**src/acs_pkg.sv**
```systemverilog
package acs_pkg;

  // ----------------------------------------------------------------
  // Register map and reset values
  // ----------------------------------------------------------------
  localparam logic [15:0] ADDR_CONTROL = 16'h0001;
  localparam logic [15:0] ADDR_GAIN = 16'h0004;
  localparam logic [15:0] ADDR_THRESHOLD = 16'h0005;
  localparam logic [15:0] RST_CONTROL = 16'h0000;
  localparam logic [15:0] RST_GAIN = 16'hA000;
  localparam logic [15:0] RST_THRESHOLD = 16'hCCCC;

  // ----------------------------------------------------------------
  // Control word bit positions
  // ----------------------------------------------------------------
  localparam int CB_READ_THRESHOLD = 14;
  localparam int CB_READ_GAIN = 13;
  localparam int CB_READ_STATUS = 11;
  localparam int CB_RESYNC = 9;
  localparam int CB_REF_BYPASS = 7;
  localparam int CB_POWER_DOWN = 3;
  localparam int CB_LOW_POWER = 2;
  localparam int CB_REF_BUF_OFF = 1;
  localparam int CB_AMPLIFIER_DISABLE = 0;

  // ----------------------------------------------------------------
  // Status word fixed fields
  // ----------------------------------------------------------------
  localparam logic [3:0] STAT_FIXED_HI = 4'h9;
  localparam logic [2:0] STAT_FIXED_MID = 3'h2;
  localparam logic STAT_FIXED_LO = 1'b0;

  // ----------------------------------------------------------------
  // Framing and timing counts
  // ----------------------------------------------------------------
  localparam int WRITE_BITS = 32;
  localparam int FRAME_BITS = 32;
  localparam int OVER_RUN_LIMIT = 4;

  // Stored control bits that steer the analog side.
  typedef struct packed {
    logic ref_bypass;
    logic power_down_request;
    logic low_power_flag;
    logic ref_buf_off;
    logic amplifier_disable;
  } acs_ctrl_t;

  // Pending read selection for the next output frame.
  typedef struct packed {
    logic read_threshold_select;
    logic read_gain_select;
    logic read_status_select;
  } acs_rdsel_t;

endpackage

```
**src/acs_regs.sv**
```systemverilog
module acs_regs import acs_pkg::*; #(
  parameter logic PART_ID_BIT = 1'b0, // Identity value, arbitrary.
  parameter int CONV_W = 24, // Conversion word width.
  parameter int STAGE1_W = 16 // First decimation stage magnitude width.
) (
  input wire logic i_ref_clk, // Master clock.
  input wire logic i_nrst, // Asynchronous reset, active low.
  input wire logic i_sclk, // Serial clock from host.
  input wire logic i_cs_n, // Serial frame select, active low.
  input wire logic i_sdi, // Serial write data.
  input wire logic [1:0] i_ratio_code, // Oversampling ratio code pins.
  input wire logic i_settled, // Filter settled, from filter.
  input wire logic signed [CONV_W-1:0] i_conv_data, // Final filter output.
  input wire logic i_conv_valid, // One-cycle conversion strobe.
  input wire logic [STAGE1_W-1:0] i_stage1_mag, // First stage magnitude.
  input wire logic i_stage1_valid, // One-cycle first stage strobe.
  input wire logic i_mod_full_scale, // Modulator sample beyond full scale.
  input wire logic i_mod_tick, // One-cycle modulator rate strobe.
  output logic o_sdo, // Serial read data.
  output logic o_output_frame_strobe, // High during an output frame.
  output logic o_ref_bypass, // Reference routed around buffer.
  output logic o_power_down, // Device power-down.
  output logic o_low_power, // Low power mode indication.
  output logic o_ref_buf_off, // Reference buffer powered down.
  output logic o_amplifier_disable, // Input amplifier off.
  output logic o_filter_resync, // One-cycle resync pulse.
  output logic o_overrange_flag // Overrange alert.
);

  // ----------------------------------------------------------------
  // Pin synchronisers
  // ----------------------------------------------------------------
  logic [1:0] sclk_s;
  logic [1:0] cs_n_s;
  logic [1:0] sdi_s;
  logic [1:0] dec0_s;
  logic [1:0] dec1_s;
  logic sclk_d;

  // Two flops per pin; only the second stage is read by logic.
  // The select resets high and the clock low, their idle levels, so no
  // false edge or write bit follows the release of reset.
  always_ff @(posedge i_ref_clk or negedge i_nrst) begin
    if (!i_nrst) begin
      sclk_s <= 2'h0;
      cs_n_s <= 2'h3;
      sdi_s <= 2'h0;
      dec0_s <= 2'h0;
      dec1_s <= 2'h0;
      sclk_d <= 1'b0;
    end else begin
      sclk_s <= {sclk_s[0], i_sclk};
      cs_n_s <= {cs_n_s[0], i_cs_n};
      sdi_s <= {sdi_s[0], i_sdi};
      dec0_s <= {dec0_s[0], i_ratio_code[0]};
      dec1_s <= {dec1_s[0], i_ratio_code[1]};
      sclk_d <= sclk_s[1];
    end
  end

  logic sclk_rise;
  logic sclk_fall;
  assign sclk_rise = sclk_s[1] & ~sclk_d;
  assign sclk_fall = ~sclk_s[1] & sclk_d;

  // ----------------------------------------------------------------
  // Serial write receiver
  // ----------------------------------------------------------------
  logic [WRITE_BITS-1:0] wr_shift;
  logic [5:0] wr_count;
  logic wr_commit;
  logic [15:0] wr_addr;
  logic [15:0] wr_data;

  // Address word then data word, MSB first on rising edges. Raising the
  // select mid-word drops the partial word, so a glitch cannot write.
  always_ff @(posedge i_ref_clk or negedge i_nrst) begin
    if (!i_nrst) begin
      wr_shift <= '0;
      wr_count <= 6'h00;
      wr_commit <= 1'b0;
    end else begin
      wr_commit <= 1'b0;
      if (cs_n_s[1]) begin
        wr_count <= 6'h00;
      end else if (sclk_rise) begin
        wr_shift <= {wr_shift[WRITE_BITS-2:0], sdi_s[1]};
        if (wr_count == 6'(WRITE_BITS - 1)) begin
          wr_count <= 6'h00;
          wr_commit <= 1'b1;
        end else begin
          wr_count <= wr_count + 6'h01;
        end
      end
    end
  end

  assign wr_addr = wr_shift[31:16];
  assign wr_data = wr_shift[15:0];

  // ----------------------------------------------------------------
  // Control, gain and threshold registers
  // ----------------------------------------------------------------
  acs_ctrl_t ctrl;
  acs_rdsel_t rdsel;
  logic [15:0] gain;
  logic [15:0] threshold;
  logic frame_load;

  // Only the five stored bits exist; fixed-zero positions have no flop.
  always_ff @(posedge i_ref_clk or negedge i_nrst) begin
    if (!i_nrst) begin
      ctrl <= acs_ctrl_t'(RST_CONTROL[4:0]);
    end else if (wr_commit && wr_addr == ADDR_CONTROL) begin
      ctrl.ref_bypass <= wr_data[CB_REF_BYPASS];
      ctrl.power_down_request <= wr_data[CB_POWER_DOWN];
      ctrl.low_power_flag <= wr_data[CB_LOW_POWER];
      ctrl.ref_buf_off <= wr_data[CB_REF_BUF_OFF];
      ctrl.amplifier_disable <= wr_data[CB_AMPLIFIER_DISABLE];
    end
  end

  // Digital gain and overrange threshold are plain stored words.
  always_ff @(posedge i_ref_clk or negedge i_nrst) begin
    if (!i_nrst) begin
      gain <= RST_GAIN;
      threshold <= RST_THRESHOLD;
    end else if (wr_commit) begin
      if (wr_addr == ADDR_GAIN) begin
        gain <= wr_data;
      end
      if (wr_addr == ADDR_THRESHOLD) begin
        threshold <= wr_data;
      end
    end
  end

  // Read selects are never stored in the control word; they wait as a
  // pending choice that the next frame consumes. A new selection in the
  // same cycle as a frame load wins so it is not lost.
  always_ff @(posedge i_ref_clk or negedge i_nrst) begin
    if (!i_nrst) begin
      rdsel <= '0;
    end else if (wr_commit && wr_addr == ADDR_CONTROL &&
                 (wr_data[CB_READ_THRESHOLD] | wr_data[CB_READ_GAIN] |
                  wr_data[CB_READ_STATUS])) begin
      rdsel.read_threshold_select <= wr_data[CB_READ_THRESHOLD];
      rdsel.read_gain_select <= wr_data[CB_READ_GAIN];
      rdsel.read_status_select <= wr_data[CB_READ_STATUS];
    end else if (frame_load) begin
      rdsel <= '0;
    end
  end

  // Resync is a one-cycle pulse, so the bit self-clears by construction.
  always_ff @(posedge i_ref_clk or negedge i_nrst) begin
    if (!i_nrst) begin
      o_filter_resync <= 1'b0;
    end else begin
      o_filter_resync <= wr_commit && wr_addr == ADDR_CONTROL &&
                         wr_data[CB_RESYNC];
    end
  end

  // Analog control outputs; bypass only acts with the buffer off.
  always_ff @(posedge i_ref_clk or negedge i_nrst) begin
    if (!i_nrst) begin
      o_ref_bypass <= 1'b0;
      o_power_down <= 1'b0;
      o_low_power <= 1'b0;
      o_ref_buf_off <= 1'b0;
      o_amplifier_disable <= 1'b0;
    end else begin
      o_ref_bypass <= ctrl.ref_bypass & ctrl.ref_buf_off;
      o_power_down <= ctrl.power_down_request;
      o_low_power <= ctrl.low_power_flag;
      o_ref_buf_off <= ctrl.ref_buf_off;
      o_amplifier_disable <= ctrl.amplifier_disable;
    end
  end

  // ----------------------------------------------------------------
  // Overrange detection
  // ----------------------------------------------------------------
  logic cmp_over;
  logic mod_over;
  logic [2:0] over_run;

  // Compare the pre-gain first stage output, for the shortest delay.
  always_ff @(posedge i_ref_clk or negedge i_nrst) begin
    if (!i_nrst) begin
      cmp_over <= 1'b0;
    end else if (i_stage1_valid) begin
      cmp_over <= i_stage1_mag > threshold;
    end
  end

  // Count consecutive full-scale modulator samples; the fifth sets it.
  always_ff @(posedge i_ref_clk or negedge i_nrst) begin
    if (!i_nrst) begin
      over_run <= 3'h0;
      mod_over <= 1'b0;
    end else if (i_mod_tick) begin
      if (!i_mod_full_scale) begin
        over_run <= 3'h0;
        mod_over <= 1'b0;
      end else if (over_run == 3'(OVER_RUN_LIMIT)) begin
        mod_over <= 1'b1;
      end else begin
        over_run <= over_run + 3'h1;
      end
    end
  end

  // Flag follows the present input, not a sticky history. A host that must
  // catch a short excursion has to watch the flag; nothing latches it.
  always_ff @(posedge i_ref_clk or negedge i_nrst) begin
    if (!i_nrst) begin
      o_overrange_flag <= 1'b0;
    end else begin
      o_overrange_flag <= cmp_over | mod_over;
    end
  end

  // ----------------------------------------------------------------
  // Status word and gain scaling
  // ----------------------------------------------------------------
  logic [15:0] status_word;
  assign status_word = {PART_ID_BIT,
                        STAT_FIXED_HI,
                        i_settled,
                        ctrl.low_power_flag,
                        o_overrange_flag,
                        STAT_FIXED_MID,
                        ctrl.ref_buf_off, ctrl.amplifier_disable,
                        STAT_FIXED_LO,
                        dec1_s[1], dec0_s[1]};

  // Unity at 0x8000: shift the product down 15 and saturate on overflow.
  // Two guard bits sit above the result, so an overflow shows as a
  // disagreement between them and the result's sign bit.
  logic signed [CONV_W+16:0] product;
  logic [CONV_W-1:0] scaled;
  assign product = i_conv_data * $signed({1'b0, gain});
  always_comb begin
    if (product[CONV_W+16:CONV_W+14] == 3'h0 ||
        product[CONV_W+16:CONV_W+14] == 3'h7) begin
      scaled = product[CONV_W+14:15];
    end else if (product[CONV_W+16]) begin
      scaled = {1'b1, {(CONV_W-1){1'b0}}};
    end else begin
      scaled = {1'b0, {(CONV_W-1){1'b1}}};
    end
  end

  // ----------------------------------------------------------------
  // Output frame transmitter
  // ----------------------------------------------------------------
  logic [FRAME_BITS-1:0] tx_shift;
  logic [5:0] tx_count;
  logic [FRAME_BITS-1:0] next_frame;

  // A pending read select replaces the conversion word in this frame.
  // Only one select belongs in a write; should a host set several, the
  // threshold beats gain and gain beats status, so the frame stays defined.
  always_comb begin
    priority case (1'b1)
      rdsel.read_threshold_select: next_frame = {threshold, 16'h0000};
      rdsel.read_gain_select: next_frame = {gain, 16'h0000};
      rdsel.read_status_select: next_frame = {status_word, 16'h0000};
      default: next_frame = {scaled, status_word[15:8]};
    endcase
  end

  // No frames while powered down; the registers still keep their values.
  assign frame_load = i_conv_valid & ~ctrl.power_down_request;

  // Shift out MSB first on falling serial edges while the strobe is high.
  always_ff @(posedge i_ref_clk or negedge i_nrst) begin
    if (!i_nrst) begin
      tx_shift <= '0;
      tx_count <= 6'h00;
      o_sdo <= 1'b0;
      o_output_frame_strobe <= 1'b0;
    end else if (frame_load) begin
      tx_shift <= {next_frame[FRAME_BITS-2:0], 1'b0};
      o_sdo <= next_frame[FRAME_BITS-1];
      tx_count <= 6'(FRAME_BITS - 1);
      o_output_frame_strobe <= 1'b1;
    end else if (o_output_frame_strobe && sclk_fall) begin
      if (tx_count == 6'h00) begin
        o_output_frame_strobe <= 1'b0;
        o_sdo <= 1'b0;
      end else begin
        o_sdo <= tx_shift[FRAME_BITS-1];
        tx_shift <= {tx_shift[FRAME_BITS-2:0], 1'b0};
        tx_count <= tx_count - 6'h01;
      end
    end
  end

endmodule

```
**config.mk**
```make
export PLATFORM = sky130hd
export DESIGN_NAME = acs_regs
export DESIGN_NICKNAME = d
export VERILOG_FILES = /design/src/acs_pkg.sv /design/src/acs_regs.sv
export SDC_FILE = /design/constraint.sdc
export NUM_CORES = 1
export LEC_CHECK = 0
export BUFFER_PORTS_ARGS = -buffer_cell sky130_fd_sc_hd__buf_2
export CAP_MARGIN = 40
export CORE_MARGIN = 1.5
export CORE_UTILIZATION = 40
export CTS_CLUSTER_DIAMETER = 100
export DETAILED_ROUTE_END_ITERATION = 7
export PLACE_DENSITY = 0.61
export SLEW_MARGIN = 20
export SYNTH_ARGS = -nofsm -noshare
export SYNTH_HDL_FRONTEND = slang
export SYNTH_SLANG_ARGS = --single-unit
```
**constraint.sdc**
```tcl
create_clock -name i_ref_clk -period 7.85 [get_ports i_ref_clk]
set_clock_uncertainty 0.05 [all_clocks]
set_input_delay 2.355 -clock i_ref_clk [delete_from_list [all_inputs] [get_ports i_ref_clk]]
set_output_delay 2.355 -clock i_ref_clk [all_outputs]
set_load 0.05 [all_outputs]
```
==> flow_summary.json <==
{
  "grt_use_met3": 0.02183,
  "yosys_warnings": 0,
  "yosysTopAreaCell": "fa_1",
  "startpoint_type": "input port",
  "diodes": 0,
  "ys_ff_latch": 141,
  "htreeDepth": 4,
  "hold_buffers": 0,
  "cap_violations": 0,
  "nFillCells": 4636,
  "path_delay_family": "adder cells",
  "hold_viol": 0,
  "synth-xor-area-share": 0.01488,
  "fin_crit_sh": 1.050,
  "required_ns": 8.12,
  "num_io_pins": 61,
  "cts_tree": "yes",
  "initial_core_util": 0.4056,
  "yosys-top-cells-count": "inv_1, fa_1, nand2_1, and2_1, dfrtp_1",
  "postRouteWirelength_um": 51510,
  "synth_edf_count": 0,
  "critPathMaxFanout": 6,
  "setup_viol": 24,
  "clkLatencyLatePin_ns": 0.43,
  "seqCellArea_sq_um": 3543,
  "critPathKind": "input port to register",
  "async_reset_ff_frac": 1.000,
  "cpMaxStageDelayCell": "fa_2",
  "dieArea_sq_um": 52240,
  "antenna_found_initial": 1,
  "syn_area_sq_um": 20350,
  "ant_nets": 0,
  "use_met2": 0.3568,
  "cp.arrival_ns": 8.52,
  "synthesis.nets": 2703,
  "synthSimpleGateAreaFrac": 0.1402,
  "synth_fa_ha_area_frac": 0.4427,
  "synthDistinctLibCells": 72,
  "crit_path_end_kind": "register",
  "wl_per_cell_um": 16.79,
  "synth.top_cell.area_share": 0.3689,
  "place_ws_ns": -0.8860,
  "synth_area_per_cell_sq_um": 9.439,
  "drtIter0Drc": 1043,
  "netlist_instances": 2156,
  "synth_compound_area_frac": 0.08024,
  "clk_path_buf_depth": 2,
  "power.leakage_nw": 12.52,
  "drive_gt1_frac": 0.2241,
  "yosysMostFrequentCell": "inv_1",
  "status": "finished, violations left",
  "slew_headroom": 0.2236,
  "fmax_ghz": 0.1213,
  "busiest_layer": "met2",
  "dr.pass1.iters": 5,
  "gr-usage-met1": 0.2829,
  "fp.dieW_um": 228.6,
  "place_hpwl_um": 42350,
  "fin_tns_setup_ns": -7.149,
  "irDropWorstVdd_uv": 156.5,
  "synth_area_leaders": "fa_1, dfrtp_1, inv_1",
  "finalNetCount": 2930,
  "first_global_vias": 16780,
  "grt_use_total": 0.2082,
  "gr-total-overflow": 0,
  "cts_root_buffer": "clkbuf_16",
  "critPathMostFrequentCell": "fa_1",
  "timing.final.ws_setup_ns": -0.3959,
  "synth_top_family_by_area": "adder cells",
  "dr_total_vias": 15480,
  "clk_pin_slew_ns": 0.06,
  "period_needed_ns": 8.246,
  "die_y_um": 228.6,
  "coreArea_sq_um": 50170,
  "muxShareOfSynthArea": 0.04310,
  "vias_per_cell": 5.044,
  "cpPeakStageDelay_ns": 0.55,
  "num_rows": 82,
  "totalPowerFinal_mw": 1.922,
  "ys.flop_type": "dfrtp_1",
  "rsz0062_at_grt": "true",
  "multiInputGateArea_sq_um": 15270,
  "area_growth_pct": 20.75,
  "clock_sinks": 141,
  "tightest_slew_ns": 1.156,
  "hp-class": "register to register",
  "cp_num_buf_inv": 6,
  "drc": 0,
  "grt_pass1_wl_um": 87430,
  "place_congestion": 0.8949,
  "synth.yosys.seq_area_share": 0.1741,
  "violations": "setup timing",
  "io_buffers": 60,
  "numCtsBuffers": 17,
  "grt_max_degree": 78,
  "cp_cell_sequence": "clkbuf_4, and2_1, fa_1, inv_1, fa_1, inv_1, fa_2, fa_1, fa_1, inv_1, fa_1, inv_1, ha_4, a21o_1, a221o_1, a2111o_1, nand2_2, o31ai_4, a211o_1, a21boi_4, buf_6, nor2_4, o31a_1, o41ai_2",
  "maxSlewViolCount": 0,
  "p_per_area_nw_per_um2": 78.21
}
[cells in the final DEF (no fill, tap or decap), drive strengths merged, types with 10 or more instances in the layout]
cell    instances
dfrtp         129
ha            120
clkbuf         26
nand3          24
mux2i          10
a21oi          58
dfstp          12
buf           299
and3           14
inv           470
xnor2          20
mux2           69
nand4          11
o21a           11
nor3           11
o21ai          63
o22ai          13
nand2         297
and2          154
a21o           14
xor2           12
fa            375
o211ai         11
nor2           52
[what timing repair did]
| item | in CTS | in global routing |
|---|---|---|
| cloned | 1 | 0 |
| setup buffers | 13 | 11 |
| setup endpoints to repair | 24 | 24 |
| pin swaps | 44 | 71 |
| gates resized for setup | 69 | 65 |
[worst register-to-register path, stage by stage, from the launching register on]
cell and delay (ns):
dfrtp_1 0.73, buf_4 0.32, nand2_8 0.07, fa_2 0.49
buf_12 0.16, fa_1 0.51, inv_2 0.04, fa_1 0.55
fa_2 0.46, fa_1 0.57, inv_2 0.04, fa_1 0.52
inv_2 0.05, ha_4 0.25, nand4_1 0.17, nor2_2 0.08
buf_4 0.14, o2bb2ai_2 0.13, o311ai_4 0.30, o31ai_4 0.18
a211o_1 0.30, a21boi_4 0.22, buf_6 0.14, nor2_4 0.04
o31a_1 0.30, o41ai_2 0.21
[flip-flops by register name, summed over array words and instances (netlist names), 2 cells and up]
name and cells:
ctrl 5, threshold 16, wr_count 6, sclk_s 2
tx_shift 31, dec0_s 2, cs_n_s 2, sdi_s 2
wr_shift 32, dec1_s 2, over_run 3, tx_count 6
rdsel 3, gain 16
[metrics by stage]
stage	cells	cell area (sq um)	utilization	hold slack [ns]
detailed placement	3010	23140	0.4613	0.2847
finish	3068	24570	0.4898	0.2964
global placement	3007	23100	0.4604	0.2849
floorplan	2156	20840	-	0.2812
global route	3068	24570	0.4898	0.3003
CTS	3056	24180	0.4820	0.2978
[metal layers]
metal	wire (um)	up-vias	share of wire
met2	25840	365	0.50
met3	1987	75	0.039
li1	-	7062	-
met1	22610	7973	0.44
met5	0	-	0
met4	1074	0	0.021
[path summary, 6_finish.rpt]
kind                                startpoint                       end  slack [ns]  cells after the start
setup / recovery                i_conv_data[4]  tx_shift[23]$_DFFE_PN0P_       -0.40                     24
hold / removal             sclk_s[0]$_DFF_PN0_       sclk_s[1]$_DFF_PN0_        0.30                      0
setup reg to reg           gain[2]$_DFFE_PN0P_  tx_shift[23]$_DFFE_PN0P_        0.74                     25
hold reg to reg            sclk_s[0]$_DFF_PN0_       sclk_s[1]$_DFF_PN0_        0.30                      0
max in group asynchronous               i_nrst  threshold[3]$_DFFE_PN1P_        4.78                      3
min in group asynchronous               i_nrst   over_run[1]$_DFFE_PN0P_        1.92                      1
[where the power goes]
group	internal [mW]	switching [mW]
combinational	0.0927	0.115
clock	0.597	0.310
sequential	0.766	0.0402
[final cells by class]
| type | instances | share of cell area |
|---|---|---|
| multi-input cells | 1449 | 0.6215 |
| clock buffers | 22 | 0.01971 |
| well taps | 672 | 0.03422 |
| inverters | 470 | 0.07190 |
| clock inverters | 10 | 0.007485 |
| repair buffers | 304 | 0.1009 |
| flip-flops and latches | 141 | 0.1442 |
[cell families after synthesis]
family                     after synthesis
and+or+nand+nor                        600
buffers and inverters                  566
DFF                                    141
xor gates and xnor gates                33
adders and majority gates              495
muxes                                   79
AOI/OAI and AO/OA                      242
(Power assumes the default switching activity.)
